$ cat src/gd_cfg_pkg.sv
package gd_cfg_pkg;

   // ************************************************************
   // Register map.
   // ************************************************************
   localparam logic [7:0]  PROT_CFG_OFFSET  = 8'hAC;
   localparam logic [7:0]  BUCK_CFG_OFFSET  = 8'hAE;
   localparam logic [31:0] PROT_CFG_RESET   = 32'h10228100;
   localparam logic [31:0] BUCK_CFG_RESET   = 32'h01200000;
   localparam logic [31:0] UNMAPPED_READ    = 32'h00000000;

   // ************************************************************
   // Field positions.
   // ************************************************************
   localparam int PARITY_BIT        = 31;
   localparam int SLEW_RATE_LSB     = 26;
   localparam int OVERVOLT_SEL_BIT  = 19;
   localparam int OVERVOLT_EN_BIT   = 18;
   localparam int THERMAL_REP_BIT   = 16;
   localparam int OC_FILTER_LSB     = 12;
   localparam int OC_RETRY_BIT      = 11;
   localparam int OC_LEVEL_BIT      = 10;
   localparam int OC_RESP_LSB       = 8;
   localparam int GAIN_LSB          = 0;
   localparam int BUCK_SEQ_DIS_BIT  = 24;

   // ************************************************************
   // Overcurrent response codes.
   // ************************************************************
   localparam logic [1:0] OC_RESP_LATCH   = 2'h0;
   localparam logic [1:0] OC_RESP_RETRY   = 2'h1;
   localparam logic [1:0] OC_RESP_REPORT  = 2'h2;
   localparam logic [1:0] OC_RESP_IGNORE  = 2'h3;

   // ************************************************************
   // Timing.
   // ************************************************************
   localparam int CLK_PERIOD_NS     = 100;
   localparam int OC_FILTER0_NS     = 200;
   localparam int OC_FILTER1_NS     = 600;
   localparam int OC_FILTER2_NS     = 1100;
   localparam int OC_FILTER3_NS     = 1600;
   localparam int RETRY_SHORT_MS    = 5;
   localparam int RETRY_LONG_MS     = 500;
   localparam int NS_PER_MS         = 1000000;

   // Least times round up to whole cycles.
   localparam int OC_FILTER0_CYC =
      (OC_FILTER0_NS + CLK_PERIOD_NS - 1) / CLK_PERIOD_NS;
   localparam int OC_FILTER1_CYC =
      (OC_FILTER1_NS + CLK_PERIOD_NS - 1) / CLK_PERIOD_NS;
   localparam int OC_FILTER2_CYC =
      (OC_FILTER2_NS + CLK_PERIOD_NS - 1) / CLK_PERIOD_NS;
   localparam int OC_FILTER3_CYC =
      (OC_FILTER3_NS + CLK_PERIOD_NS - 1) / CLK_PERIOD_NS;
   localparam int RETRY_SHORT_CYC =
      (RETRY_SHORT_MS * NS_PER_MS) / CLK_PERIOD_NS;
   localparam int RETRY_LONG_CYC =
      (RETRY_LONG_MS * NS_PER_MS) / CLK_PERIOD_NS;

   localparam int FILTER_CNT_W = 5;

endpackage

$ cat src/gate_driver_protection_config.sv
// Functional notes
// - Bits 27-26 pick slew rate 25/50/150/200 V/us; reset code 0.
// - Bit 19 picks overvoltage level: 0 is 32 V, 1 is 20 V.
// - Overvoltage detection acts only while enable bit 18 is set.
// - Thermal warning drives the fault pin only while bit 16 is set.
// - Overcurrent valid after persisting 0.2/0.6/1.1/1.6 us per bits 13-12.
// - Bit 11 picks retry wait 5 ms or 500 ms for retry mode.
// - Bit 10 picks overcurrent threshold 16 A or 24 A.
// - Response code 0 latches the overcurrent fault until cleared.
// - Response code 1 clears the fault itself after the retry wait.
// - Code 2 reports only without action; code 3 neither reports nor acts.
// - Bits 1-0 set sense gain only while automatic gain is off.
// - Second register at AEh resets to 01200000h; bit 31 is parity.
// - First register at ACh resets to 10228100h.
`timescale 1ns/100ps
module gate_driver_protection_config
   import gd_cfg_pkg::*;
#(
   parameter int RETRY_SHORT_CYCLES = RETRY_SHORT_CYC,
   parameter int RETRY_LONG_CYCLES  = RETRY_LONG_CYC,
   parameter int RETRY_CNT_W        = 23
) (
   input  wire logic        clk_sys,
   input  wire logic        sys_rst,
   input  wire logic [7:0]  regAddr,
   input  wire logic        regWrEn,
   input  wire logic [31:0] regWrData,
   input  wire logic        regRdEn,
   output logic      [31:0] regRdData,
   output logic             regRdAck,
   input  wire logic        overcurrentRaw,
   input  wire logic        supplyOvervoltRaw,
   input  wire logic        thermalWarnRaw,
   input  wire logic        overcurrentFaultClear,
   input  wire logic        autoSenseGainEn,
   input  wire logic [1:0]  autoSenseGainCode,
   input  wire logic        faultIndicatorPinIn,
   output logic             faultIndicatorPinOut,
   output logic             faultIndicatorPinOe,
   output logic [1:0]       slewRateSel,
   output logic             supplyOvervoltLevelSel,
   output logic             supplyOvervoltShutdown,
   output logic             overcurrentThresholdSel,
   output logic             overcurrentShutdown,
   output logic             overcurrentReported,
   output logic [1:0]       senseAmpGainSel,
   output logic [31:0]      buckDelayCfg,
   output logic             faultPinLevel
);
   import gd_cfg_pkg::*;

   // ************************************************************
   // Elaboration checks.
   // ************************************************************
   if (RETRY_SHORT_CYCLES < 1 || RETRY_LONG_CYCLES < 1) begin : g_chk0
      $error("Retry waits must be at least one cycle.");
   end
   if (RETRY_LONG_CYCLES >= (1 << RETRY_CNT_W) ||
       RETRY_SHORT_CYCLES >= (1 << RETRY_CNT_W)) begin : g_chk1
      $error("RETRY_CNT_W too narrow for the retry waits.");
   end

   localparam logic [RETRY_CNT_W-1:0] RETRY_SHORT_T =
      RETRY_CNT_W'(RETRY_SHORT_CYCLES);
   localparam logic [RETRY_CNT_W-1:0] RETRY_LONG_T =
      RETRY_CNT_W'(RETRY_LONG_CYCLES);

   // ************************************************************
   // Register port decode.
   // ************************************************************
   logic [31:0] protCfg_q;
   logic [31:0] protCfg_d;
   logic [31:0] buckCfg_q;
   logic [31:0] buckCfg_d;
   logic [31:0] rdData_q;
   logic [31:0] rdData_d;
   logic        rdAck_q;

   wire logic hitProt = (regAddr == PROT_CFG_OFFSET);
   wire logic hitBuck = (regAddr == BUCK_CFG_OFFSET);
   wire logic wrProt  = regWrEn && hitProt;
   wire logic wrBuck  = regWrEn && hitBuck;

   // Reserved bits are plain storage; nothing in this block looks at
   // them, so a write that disturbs them has no effect here.
   assign protCfg_d = wrProt ? regWrData : protCfg_q;

   // The buck sequencing bit is write-one-to-clear; every other bit,
   // parity included, is ordinary read/write storage.
   wire logic buckSeqDis_d =
      buckCfg_q[BUCK_SEQ_DIS_BIT] && !regWrData[BUCK_SEQ_DIS_BIT];
   assign buckCfg_d = !wrBuck ? buckCfg_q :
      {regWrData[31:BUCK_SEQ_DIS_BIT+1], buckSeqDis_d,
       regWrData[BUCK_SEQ_DIS_BIT-1:0]};

   assign rdData_d = hitProt ? protCfg_q :
                     hitBuck ? buckCfg_q :
                     UNMAPPED_READ;

   always_ff @(posedge clk_sys) begin
      if (sys_rst) begin
         protCfg_q <= PROT_CFG_RESET;
         buckCfg_q <= BUCK_CFG_RESET;
      end else begin
         protCfg_q <= protCfg_d;
         buckCfg_q <= buckCfg_d;
      end
   end

   always_ff @(posedge clk_sys) begin
      if (sys_rst) begin
         rdData_q <= '0;
         rdAck_q  <= 1'b0;
      end else begin
         rdData_q <= regRdEn ? rdData_d : rdData_q;
         rdAck_q  <= regRdEn;
      end
   end

   assign regRdData    = rdData_q;
   assign regRdAck     = rdAck_q;
   assign buckDelayCfg = buckCfg_q;

   // ************************************************************
   // Field extraction.
   // ************************************************************
   wire logic [1:0] cfgSlew     = protCfg_q[SLEW_RATE_LSB+1:SLEW_RATE_LSB];
   wire logic       cfgOvSel    = protCfg_q[OVERVOLT_SEL_BIT];
   wire logic       cfgOvEn     = protCfg_q[OVERVOLT_EN_BIT];
   wire logic       cfgThermRep = protCfg_q[THERMAL_REP_BIT];
   wire logic [1:0] cfgOcFilt   = protCfg_q[OC_FILTER_LSB+1:OC_FILTER_LSB];
   wire logic       cfgOcRetry  = protCfg_q[OC_RETRY_BIT];
   wire logic       cfgOcLevel  = protCfg_q[OC_LEVEL_BIT];
   wire logic [1:0] cfgOcResp   = protCfg_q[OC_RESP_LSB+1:OC_RESP_LSB];
   wire logic [1:0] cfgGain     = protCfg_q[GAIN_LSB+1:GAIN_LSB];

   assign slewRateSel             = cfgSlew;
   assign supplyOvervoltLevelSel  = cfgOvSel;
   assign overcurrentThresholdSel = cfgOcLevel;

   // Manual gain holds only while the automatic selector is off.
   logic [1:0] gain_q;
   always_ff @(posedge clk_sys) begin
      if (sys_rst) begin
         gain_q <= '0;
      end else begin
         gain_q <= autoSenseGainEn ? autoSenseGainCode : cfgGain;
      end
   end
   assign senseAmpGainSel = gain_q;

   // ************************************************************
   // Pin synchronisers.
   // ************************************************************
   logic [3:0] pinMeta_q;
   logic [3:0] pinSync_q;
   wire  logic [3:0] pinRaw = {faultIndicatorPinIn, thermalWarnRaw,
                               supplyOvervoltRaw, overcurrentRaw};

   always_ff @(posedge clk_sys) begin
      if (sys_rst) begin
         pinMeta_q <= 4'h0;
         pinSync_q <= 4'h0;
      end else begin
         pinMeta_q <= pinRaw;
         pinSync_q <= pinMeta_q;
      end
   end

   wire logic ocSync    = pinSync_q[0];
   wire logic ovSync    = pinSync_q[1];
   wire logic thermSync = pinSync_q[2];
   assign faultPinLevel = pinSync_q[3];

   // ************************************************************
   // Overcurrent filter.
   // ************************************************************
   logic [FILTER_CNT_W-1:0] filtHold;
   logic                    ocValid;

   always_comb begin
      case (cfgOcFilt)
         2'h0:    filtHold = FILTER_CNT_W'(OC_FILTER0_CYC);
         2'h1:    filtHold = FILTER_CNT_W'(OC_FILTER1_CYC);
         2'h2:    filtHold = FILTER_CNT_W'(OC_FILTER2_CYC);
         default: filtHold = FILTER_CNT_W'(OC_FILTER3_CYC);
      endcase
   end

   persist_filter #(
      .CNT_W      (FILTER_CNT_W)
   ) u_oc_filter (
      .clk_sys    (clk_sys),
      .sys_rst    (sys_rst),
      .rawLevel   (ocSync),
      .holdCycles (filtHold),
      .filtLevel  (ocValid)
   );

   // ************************************************************
   // Overcurrent response.
   // ************************************************************
   typedef enum logic [1:0] {
      OC_IDLE,
      OC_LATCHED,
      OC_RETRYING
   } oc_state_e;

   oc_state_e              ocState_q;
   oc_state_e              ocState_d;
   logic [RETRY_CNT_W-1:0] retryCnt_q;
   logic [RETRY_CNT_W-1:0] retryCnt_d;

   wire logic [RETRY_CNT_W-1:0] retryLen =
      cfgOcRetry ? RETRY_LONG_T : RETRY_SHORT_T;
   wire logic retryDone = (retryCnt_q >= retryLen - 1'b1);
   wire logic acting    = (cfgOcResp == OC_RESP_LATCH) ||
                          (cfgOcResp == OC_RESP_RETRY);

   // A clear request that meets a fresh valid overcurrent loses: the
   // condition is still present, so the fault stays latched.
   always_comb begin
      ocState_d  = ocState_q;
      retryCnt_d = '0;
      case (ocState_q)
         OC_IDLE: begin
            if (ocValid && cfgOcResp == OC_RESP_LATCH) begin
               ocState_d = OC_LATCHED;
            end else if (ocValid && cfgOcResp == OC_RESP_RETRY) begin
               ocState_d = OC_RETRYING;
            end
         end
         OC_LATCHED: begin
            if (!acting) begin
               ocState_d = OC_IDLE;
            end else if (overcurrentFaultClear && !ocValid) begin
               ocState_d = OC_IDLE;
            end
         end
         OC_RETRYING: begin
            retryCnt_d = retryCnt_q + 1'b1;
            if (!acting) begin
               ocState_d = OC_IDLE;
            end else if (retryDone) begin
               ocState_d = OC_IDLE;
            end
         end
         default: begin
            ocState_d = OC_IDLE;
         end
      endcase
   end

   always_ff @(posedge clk_sys) begin
      if (sys_rst) begin
         ocState_q  <= OC_IDLE;
         retryCnt_q <= '0;
      end else begin
         ocState_q  <= ocState_d;
         retryCnt_q <= retryCnt_d;
      end
   end

   wire logic ocFaultActive = (ocState_q != OC_IDLE);
   wire logic ocReportOnly  = ocValid && (cfgOcResp == OC_RESP_REPORT);

   // ************************************************************
   // Protection and fault indication outputs.
   // ************************************************************
   logic ocShut_q;
   logic ocRep_q;
   logic ovShut_q;
   logic faultDrive_q;

   wire logic ovFault    = ovSync && cfgOvEn;
   wire logic thermFault = thermSync && cfgThermRep;
   wire logic ocReport   = ocFaultActive || ocReportOnly;
   wire logic anyReport  = ocReport || ovFault || thermFault;

   always_ff @(posedge clk_sys) begin
      if (sys_rst) begin
         ocShut_q     <= 1'b0;
         ocRep_q      <= 1'b0;
         ovShut_q     <= 1'b0;
         faultDrive_q <= 1'b0;
      end else begin
         ocShut_q     <= ocFaultActive;
         ocRep_q      <= ocReport;
         ovShut_q     <= ovFault;
         faultDrive_q <= anyReport;
      end
   end

   assign overcurrentShutdown    = ocShut_q;
   assign overcurrentReported    = ocRep_q;
   assign supplyOvervoltShutdown = ovShut_q;

   // Open-drain indicator: pulled low while a reported fault stands.
   assign faultIndicatorPinOut = 1'b0;
   assign faultIndicatorPinOe  = faultDrive_q;

endmodule // gate_driver_protection_config

$ cat src/persist_filter.sv
`timescale 1ns/100ps
module persist_filter
   import gd_cfg_pkg::*;
#(
   parameter int CNT_W = FILTER_CNT_W
) (
   input  wire logic             clk_sys,
   input  wire logic             sys_rst,
   input  wire logic             rawLevel,
   input  wire logic [CNT_W-1:0] holdCycles,
   output logic                  filtLevel
);

   // ************************************************************
   // Persistence counter.
   // ************************************************************
   // The output rises only after rawLevel has been high for
   // holdCycles consecutive cycles and drops with the first low
   // sample, so a short spike never reaches the fault logic.
   logic [CNT_W-1:0] runCnt_q;
   logic [CNT_W-1:0] runCnt_d;
   logic             filt_q;
   logic             filt_d;
   wire  logic       cntFull = (runCnt_q == {CNT_W{1'b1}});
   wire  logic       longEnough = (runCnt_q >= (holdCycles - 1'b1));

   assign runCnt_d = !rawLevel ? '0 :
                     cntFull   ? runCnt_q :
                     runCnt_q + 1'b1;
   assign filt_d   = rawLevel && longEnough;
   assign filtLevel = filt_q;

   always_ff @(posedge clk_sys) begin
      if (sys_rst) begin
         runCnt_q <= '0;
         filt_q   <= 1'b0;
      end else begin
         runCnt_q <= runCnt_d;
         filt_q   <= filt_d;
      end
   end

   if (CNT_W < 5) begin : g_chk
      $error("persist_filter: CNT_W too small for the longest filter");
   end

endmodule // persist_filter
$ cat config.mk
export PLATFORM = sky130hd
export DESIGN_NAME = gate_driver_protection_config
export DESIGN_NICKNAME = d
export VERILOG_FILES = /design/src/gd_cfg_pkg.sv /design/src/gate_driver_protection_config.sv /design/src/persist_filter.sv
export SDC_FILE = /design/constraint.sdc
export NUM_CORES = 1
export LEC_CHECK = 0
export BUFFER_PORTS_ARGS = -buffer_cell sky130_fd_sc_hd__buf_2
export CORE_MARGIN = 5
export CORE_UTILIZATION = 30
export CTS_BUF_LIST = sky130_fd_sc_hd__clkbuf_4
export DETAILED_ROUTE_END_ITERATION = 8
export PLACE_DENSITY = 0.5
export SLEW_MARGIN = 20
export SYNTH_ARGS = -nofsm -noshare
export SYNTH_HDL_FRONTEND = slang
export SYNTH_HIERARCHICAL = 1
export SYNTH_SLANG_ARGS = --single-unit
$ cat constraint.sdc
create_clock -name clk_sys -period 2.1 [get_ports clk_sys]
set_clock_uncertainty 0.15 [all_clocks]
set_input_delay 0.315 -clock clk_sys [delete_from_list [all_inputs] [get_ports clk_sys]]
set_output_delay 0.315 -clock clk_sys [all_outputs]
set_load 0.1 [all_outputs]
==> run_results.csv, run 1 <==
group,metric,value,unit
outcome,status,"finished, final reports clean",
power_and_ir_drop,vdd_ir_drop_max,0.0002599,V
worst_hold_path,min_to,"regRdAck",
synth,synth_top_family_by_area,"simple AND/OR/NAND/NOR gates",
cells_and_area,fillers,1945,
setup_path,cp_cell_sequence,"nor2b_2 > inv_1 > ha_1 > nand2_1 > xor2_1 > ha_1 > and2_1 > o21ai_0 > o21ai_1",
floorplan,start_util,30.67,%
setup_path,ff2ff_path_depth,9,
timing,finalSetupTns,0,ns
timing,maxSlewViolCount,0,
cells_and_area,mostFrequentLayoutCells,"141 x nand2_1, 141 x dfxtp_1, 126 x buf_2, 70 x nor2_1, 61 x a21oi_1",
floorplan,die_x,148.5,um
worst_hold_path,hold_start,"regRdEn",
placement,hpwl,10550,um
placement,io_buffer_count,127,
timing,rsz0062_at_grt,"false",
cts,htree_levels,4,
global_route,grt_pass1_wl,25930,um
synth,synth-async-reset-ratio,0,%
floorplan,rows,50,
setup_path,r2r-start,"protCfg_q[13]",
timing,max_freq,519.7,MHz
setup_path,cp_max_fo,5,
synth,netlist-cell-type-count,45,
synth,seq_area_frac_synth,49.39,%
synth,ys_ff_latch,142,
timing,hold_violations,0,
cells_and_area,area_growth,30.35,%
timing,slew_headroom,63.23,%
setup_path,slowest_stage,"dfxtp_2",
setup_path,crit_top_cell,"ha_1",
timing,finalSetupViolations,0,
setup_path,worstSetupStartpointType,"flop",
synth,synth_area_per_cell,8.616,um2
cells_and_area,fin_nets,900,
synth,synthFlopType,"dfxtp_1",
cts,postCtsSetupBuffers,0,
timing,tightest_slew,0.5516,ns
cells_and_area,fin_util,39.97,%
cts,root_buffer,"clkbuf_4",
power_and_ir_drop,p_leak,2.927,nW
run,drv_cap,0,
timing,holdWs,0.1275,ns
setup_path,end_kind,"flop",
global_route,grt_antenna_before_repair,1,
global_route,grt.total_usage,14.63,%
synth,netlist_instances,668,
drt,drtPass1Iterations,5,
floorplan,core_area,18770,um2
placement,place_congestion,0.7177,
synth,synth_compound_area_share,15.74,%
setup_path,arrival,2.22,ns
drt,wl,16170,um
cts,clkTransAtPathRegs,0.13,ns
synth,yosys.area_share.adder,3.696,%
synth,synth_edf_count,0,
drt,drt_iter0_drc,220,
synth,synth_xor_area_share,3.804,%
synth,syn_nets,737,
setup_path,crit_type,"flop to flop",
global_route,grt_pass1_vias,4971,
drt,route.detailed.drc,0,
timing,timing.final.crit_period,1.924,ns
setup_path,reg2reg_slack,0.18,ns
drt,vias_per_cell,4.686,
drt,drtAntennaViolNets,0,
setup_path,cp.required,2.39,ns
power_and_ir_drop,p_per_area,725.8,nW/um2
floorplan,die_y,148.5,um
setup_path,r2r-end,"u_oc_filter/filtLevel",
floorplan,die-area,22060,um2
cells_and_area,multi_input_area,2680,um2
cells_and_area,drive_gt1_share,22.63,%
synth,synth_mux_area_share,0.6957,%
cells_and_area,ff_latch_area,2844,um2
worst_hold_path,hold_class,"primary input to flop",
setup_path,slowest_delay,0.38,ns
global_route,grt_start_max_net_pins,116,
cts,cts_sinks,142,
global_route,overflow,0,
drt,wl_per_cell,14.99,um
floorplan,ioPinCount,129,
cts,clk_latency,0.55,ns
synth,syn_area,5756,um2
cts,clockBufferDepth,2,
drt,vias,5056,
cts,cts_made_buffers,17,
synth,synthSimpleGateAreaFrac,22.20,%
timing,finalCritPeriodShare,91.64,%
cts,cts_tree,"done",
worst_hold_path,hold_depth,3,
synth,ys.warnings.count,6,
==> area by class of cell <==
class / count / area share, %
Inverter: 10 / 0.5003
Clock buffer: 19 / 1.901
Tap cell: 234 / 3.903
Sequential cell: 142 / 37.91
Clock inverter: 13 / 2.852
Multi-Input combinational cell: 470 / 35.72
Antenna cell: 1 / 0.03336
Timing Repair Buffer: 190 / 17.18
==> worst max-delay path: cells and delay by family, from the launching register on <==
kind,cells,cell delay [ns]
AOI/OAI and AO/OA,2,0.23
xor gates and xnor gates,1,0.15
adders and majority gates,2,0.47
buffers and inverters,1,0.06
DFF,1,0.38
and+or+nand+nor,3,0.38
==> cell usage after synthesis (all sizes together), types with 4 or more instances <==
cell type | count | area share, %
nor3 | 7 | 1.0
nand3b | 6 | 0.78
nor2b | 14 | 1.5
o21ai | 5 | 0.43
nand3 | 12 | 1.0
buf | 19 | 2.0
clkbuf | 27 | 1.8
dfxtp | 142 | 49
nand2 | 141 | 9.2
mux2i | 4 | 0.70
a22oi | 32 | 4.2
a21oi | 61 | 5.3
nor4 | 7 | 1.1
nand2b | 4 | 0.43
nand4 | 5 | 0.54
inv | 10 | 0.65
nor2 | 70 | 4.6
ha | 17 | 3.7
xnor2 | 11 | 1.7
xor2 | 14 | 2.1
a211oi | 32 | 4.2
==> per-stage QoR <==
stage               std cells  total power, mW  setup WS (ns)  area [um2]
floorplan                 668            3.171         0.1143        5756
global placement         1005            3.305        0.08490        6710
detailed placement       1005            3.306        0.08507        6710
CTS                      1078            5.524        0.06367        7477
global route             1079            5.682       0.001171        7502
finish                   1079            5.445         0.1756        7502
==> where the power goes <==
group	switching, mW	leakage, nW	internal, mW	total (mW)
Clock	1.05	0.179	1.10	2.14
Sequential	0.0190	1.15	2.74	2.75
Combinational	0.394	1.60	0.152	0.546
Total	1.46	2.93	3.99	5.44
==> timing repair <==
item,CTS,global route
endpoints found under the setup margin,0,2
gates resized for setup,0,8
hold buffers,41,0
hold endpoints to repair,71,0
==> metal layers <==
layer	routed length (um)	part of all wire, %	GRT usage, %
met3	854	5.3	4.327
met2	7536	47	23.39
met4	213	1.3	5.358
met1	7565	47	18.73
met5	0	0	0
==> flip-flops by register name, indices dropped and copies added, names as in the netlist, 2 cells and up <==
| signal | count |
|---|---|
| buckDelayCfg | 32 |
| protCfg_q | 32 |
| regRdData | 32 |
| retryCnt_q | 23 |
| u_oc_filter/runCnt_q | 5 |
| pinMeta_q | 4 |
| pinSync_q | 4 |
| ocState_q | 2 |
| senseAmpGainSel | 2 |
==> kinds of logic (layout without fill, tap and decap cells) <==
logic type      after synthesis  in the layout
flops                       142            142
xor+xnor                     25             25
mux                           4              4
other cells                   1              2
compound gates              143            143
simple gates                280            280
fa+ha+maj                    17             17
buf+inv                      56            232
==> worst max-delay path by stage <==
| stage | startpoint | end | slack, ns |
|---|---|---|---|
| 3_5_place_dp | protCfg_q[11] | ocState_q[1] | 0.09 |
| 4_1_cts | protCfg_q[11] | ocState_q[1] | 0.06 |
| 6_report | protCfg_q[13] | u_oc_filter/filtLevel | 0.18 |
| 2_1_floorplan | protCfg_q[13] | u_oc_filter/filtLevel | 0.11 |
| 5_1_grt | protCfg_q[13] | u_oc_filter/filtLevel | 0.001 |
| 3_3_place_gp | protCfg_q[11] | ocState_q[1] | 0.08 |
Note: power is estimated with default switching activity, not from simulation.
==> run 2, diff against run 1 <==
Settings changed: PLACE_DENSITY 0.5 to 0.48.
Clock period 2.1 ns to 2.2 ns, I/O delays scaled along.
==> run_results.csv, run 2 (synthesis results as in run 1) <==
group,metric,value,unit
outcome,status,"finished, final reports clean",
placement,placed_area,6650,um2
power_and_ir_drop,total_power,4.813,mW
setup_path,arrival,2.31,ns
floorplan,ioPinCount,129,
drt,met3_length,835,um
setup_path,end_kind,"flop",
drt,drtPass1Iterations,4,
run,drv_cap,0,
power_and_ir_drop,p_leak,2.865,nW
worst_hold_path,hold_class,"primary input to flop",
floorplan,die-area,22060,um2
power_and_ir_drop,combPwrFrac,10.8,%
setup_path,crit_type,"flop to flop",
floorplan,die_x,148.5,um
cts,clkTransAtPathRegs,0.14,ns
power_and_ir_drop,p_seq_share,54.6,%
timing,tightest_slew,0.5417,ns
power_and_ir_drop,p_per_area,652.8,nW/um2
power_and_ir_drop,vdd_ir_drop_max,0.0002668,V
cts,cts_made_buffers,17,
placement,place_congestion,0.8047,
cts,postCtsSetupBuffers,0,
placement,io_buffer_count,127,
timing,holdWs,0.1248,ns
drt,wl_per_cell,15.07,um
setup_path,crit_buf_inv,1,
floorplan,rows,50,
cts,cts_sinks,142,
power_and_ir_drop,intPower,3.441,mW
cells_and_area,mostFrequentLayoutCells,"141 x nand2_1, 141 x dfxtp_1, 126 x buf_2, 70 x nor2_1, 61 x a21oi_1",
cts,root_buffer,"clkbuf_4",
setup_path,worstSetupStartpointType,"flop",
cts,htree_levels,4,
setup_path,slowest_stage,"dfxtp_2",
cts,clk_latency,0.52,ns
floorplan,core_area,18770,um2
drt,wl,16220,um
timing,slew_headroom,63.89,%
timing,maxSlewViolCount,0,
placement,hpwl,11050,um
timing,layout_setup_ws,0.1505,ns
cells_and_area,fin_nets,897,
global_route,grt.total_usage,14.63,%
cells_and_area,drive_gt1_share,22.24,%
drt,drtAntennaViolNets,0,
global_route,grt_antenna_before_repair,1,
global_route,overflow,0,
setup_path,slowest_delay,0.38,ns
global_route,grt_pass1_wl,25980,um
timing,max_freq,487.9,MHz
timing,hold_violations,0,
power_and_ir_drop,swShare,28.51,%
cells_and_area,area_growth,28.11,%
timing,finalCritPeriodShare,93.16,%
setup_path,path_delay_family,"adder cells",
drt,wl_met2,8044,um
setup_path,cp_cell_sequence,"nor2b_4 > inv_1 > ha_1 > nand2_1 > xor2_1 > ha_1 > and2_1 > o21ai_0 > o21ai_0",
floorplan,start_util,30.67,%
cells_and_area,fillers,1950,
setup_path,cp_max_fo,5,
drt,drt_iter0_drc,169,
global_route,grt_pass1_vias,5156,
cts,clockBufferDepth,2,
cells_and_area,multi_input_area,2689,um2
timing,finalSetupViolations,0,
timing,timing.final.crit_period,2.049,ns
drt,route.detailed.drc,0,
cts,cts_tree,"done",
cells_and_area,final_cell_area,7373,um2
timing,rsz0062_at_grt,"false",
global_route,grt_start_max_net_pins,116,
drt,vias_per_cell,4.840,
cells_and_area,ff_latch_area,2844,um2
placement,dp_slack,-0.04239,ns
floorplan,die_y,148.5,um
power_and_ir_drop,p_sw,1.372,mW
drt,wl_met1,7148,um
setup_path,cp.required,2.46,ns
drt,highest_layer,"met4",
power_and_ir_drop,p_clk_share,34.6,%
drt,vias,5208,
## run 2: cell types whose count changed in the layout (fill, tap and decap cells not counted), moves of 2 or more
cell	previous run	this run
o21ai_1	2	0
inv_6	0	2
buf_12	6	3
bufinv_16	5	2
o21ai_0	3	5
clkinv_2	0	3
## run 2: area by class of cell
cell class / instances / area share [%]
Clock buffer: 18 / 1.833
Timing Repair Buffer: 187 / 16.66
Inverter: 10 / 0.5091
Multi-Input combinational cell: 470 / 36.47
Tap cell: 234 / 3.971
Clock inverter: 14 / 1.951
Antenna cell: 1 / 0.03394
Sequential cell: 142 / 38.57
## run 2: path summary, 6_finish.rpt
| check | startpoint | endpoint | slack (ns) | cells after the start |
|---|---|---|---|---|
| max | protCfg_q[13] | u_oc_filter/filtLevel | 0.15 | 9 |
| max reg2reg | protCfg_q[13] | u_oc_filter/filtLevel | 0.15 | 9 |
| min reg2reg | pinMeta_q[1] | pinSync_q[1] | 0.30 | 1 |
| min | regWrEn | buckDelayCfg[12] | 0.12 | 5 |
## run 2: power groups by stage
stage | combinational (mW) | sequential, mW | clock [mW]
floorplan | 0.109 | 2.92 | 0
global placement | 0.462 | 2.69 | 0
detailed placement | 0.465 | 2.69 | 0
CTS | 0.523 | 2.63 | 1.75
global route | 0.548 | 2.64 | 1.83
finish | 0.518 | 2.63 | 1.67
## run 2: worst min-delay path: cells and delay by family
kind	cells	cell delay [ns]
buf+inv	2	0.26
compound gates	1	0.05
simple gates	2	0.13
## run 2: repair_timing
| item | 4_1_cts | 5_1_grt |
|---|---|---|
| hold buffers | 41 | 0 |
| hold endpoints to repair | 71 | 0 |
| endpoints found under the setup margin | 1 | 2 |
| resized for setup | 1 | 6 |
## run 2: per-layer routing
layer	global-route usage, %	vias up
met3	4.113	11
met1	17.67	2468
li1	-	2604
met4	5.312	0
met5	0	-
met2	24.87	125
## run 2: stage by stage
stage	instances	util (%)	TNS, ns
floorplan	668	-	0
global placement	1002	35.43	0
detailed placement	1002	35.43	-0.04239
CTS	1075	39.12	0
global route	1076	39.29	0
finish	1076	39.29	0
==> run 3, diff against run 2 <==
Settings changed: CORE_ASPECT_RATIO set to 0.6.
==> run_results.csv, run 3 (synthesis results as in run 1) <==
group,metric,value,unit
drt,vias,5144,
global_route,grt_antenna_before_repair,1,
cts,postCtsSetupBuffers,0,
floorplan,start_util,30.40,%
setup_path,cp_max_fo,6,
global_route,top_usage_layer,"met2",
drt,drtAntennaViolNets,0,
cells_and_area,final_cells,1090,
global_route,grtUsageMet1,20.45,%
timing,tightest_slew,0.6251,ns
timing,finalSetupViolations,0,
worst_hold_path,hold_class,"primary input to flop",
setup_path,cp.required,2.45,ns
cts,cts_sinks,142,
timing,holdWs,0.1569,ns
drt,vias_per_cell,4.719,
cts,clockBufferDepth,2,
cells_and_area,mostFrequentLayoutCells,"141 x nand2_1, 141 x dfxtp_1, 126 x buf_2, 70 x nor2_1, 61 x a21oi_1",
power_and_ir_drop,p_per_area,640.7,nW/um2
placement,dp_slack,0.1699,ns
cts,cts_tree,"done",
setup_path,end_kind,"flop",
drt,wl,16350,um
floorplan,die_y,117.3,um
outcome,status,"finished, final reports clean",
cells_and_area,final_cell_area,7333,um2
setup_path,crit_type,"flop to flop",
placement,dp.cells,1016,
setup_path,arrival,2.31,ns
global_route,grt_start_max_net_pins,116,
setup_path,slowest_delay,0.45,ns
power_and_ir_drop,total_power,4.698,mW
global_route,use_met2,22.09,%
cells_and_area,fillers,1928,
timing,maxSlewViolCount,0,
power_and_ir_drop,vdd_ir_drop_max,0.0002353,V
floorplan,die_x,188.8,um
cells_and_area,drive_gt1_share,22.06,%
run,drv_cap,0,
drt,drtPass1Iterations,5,
placement,place_congestion,0.7768,
cells_and_area,fin_nets,899,
setup_path,crit_buf_inv,1,
floorplan,rows,39,
cts,root_buffer,"clkbuf_4",
global_route,grt_use_met3,3.764,%
timing,finalSetupTns,0,ns
floorplan,ioPinCount,129,
global_route,grt.total_usage,14.54,%
timing,layout_setup_ws,0.1354,ns
floorplan,die-area,22150,um2
cells_and_area,fin_util,38.73,%
placement,placed_area,6668,um2
drt,route.detailed.drc,0,
setup_path,slowest_stage,"a2111oi_0",
setup_path,path_delay_family,"compound AO/OA/AOI/OAI gates",
floorplan,core_area,18930,um2
timing,hold_violations,0,
timing,finalCritPeriodShare,93.84,%
cts,cts_made_buffers,17,
global_route,overflow,0,
global_route,grt_pass1_vias,4929,
drt,wl_per_cell,15.00,um
cts,clkTransAtPathRegs,0.14,ns
cts,clk_latency,0.52,ns
timing,rsz0062_at_grt,"false",
placement,io_buffer_count,127,
timing,max_freq,484.4,MHz
cts,htree_levels,4,
placement,hpwl,11070,um
cells_and_area,area_growth,27.41,%
timing,slew_headroom,57.95,%
global_route,grt_pass1_wl,25600,um
power_and_ir_drop,p_leak,2.861,nW
setup_path,cp_cell_sequence,"inv_1 > ha_1 > nand4bb_1 > nor4_1 > o21ai_0 > a2111oi_0 > nor3_1",
setup_path,worstSetupStartpointType,"flop",
drt,drt_iter0_drc,362,
timing,timing.final.crit_period,2.065,ns
## run 3: metal layers
metal  part of all wire, %  vias up
met5                     0        -
met4                  0.66        0
met3                   5.9        6
met2                    44      145
met1                    49     2370
li1                      -     2623
## run 3: report_power, final
group | internal [mW] | leakage, nW | switching, mW
logic | 0.144 | 1.58 | 0.376
clock network | 0.482 | 0.132 | 1.06
registers | 2.61 | 1.15 | 0.0202
## run 3: repair_timing
action / 4_1_cts / 5_1_grt
hold buffers: 41 / 0
gates resized for setup: 0 / 1
endpoints found under the setup margin: 0 / 1
hold endpoints to repair: 71 / 0
## run 3: worst paths after layout
path	startpoint	to	slack [ns]	cells past startpoint
max	protCfg_q[11]	ocState_q[1]	0.14	7
min	regRdEn	regRdAck	0.16	3
max reg2reg	protCfg_q[11]	ocState_q[1]	0.14	7
min reg2reg	pinMeta_q[0]	pinSync_q[0]	0.30	1
## run 3: final cells by class
class                   instances  area (um2)  share of cell area (%)
diodes                          1       2.502                 0.03412
clock buffers                  17       127.6                   1.740
clock inverters                15       123.9                   1.689
inverters                      10       37.54                  0.5119
multi-input cells             470        2659                   36.26
flip-flops and latches        142        2844                   38.78
well taps                     246       307.8                   4.197
repair buffers                189        1231                   16.79
## run 3: worst register-to-register path: stages, from the launching register on
cell and delay, ns:
dfxtp_1 0.35, inv_1 0.12, ha_1 0.33, nand4bb_1 0.11, nor4_1 0.25, o21ai_0 0.14
a2111oi_0 0.45, nor3_1 0.08
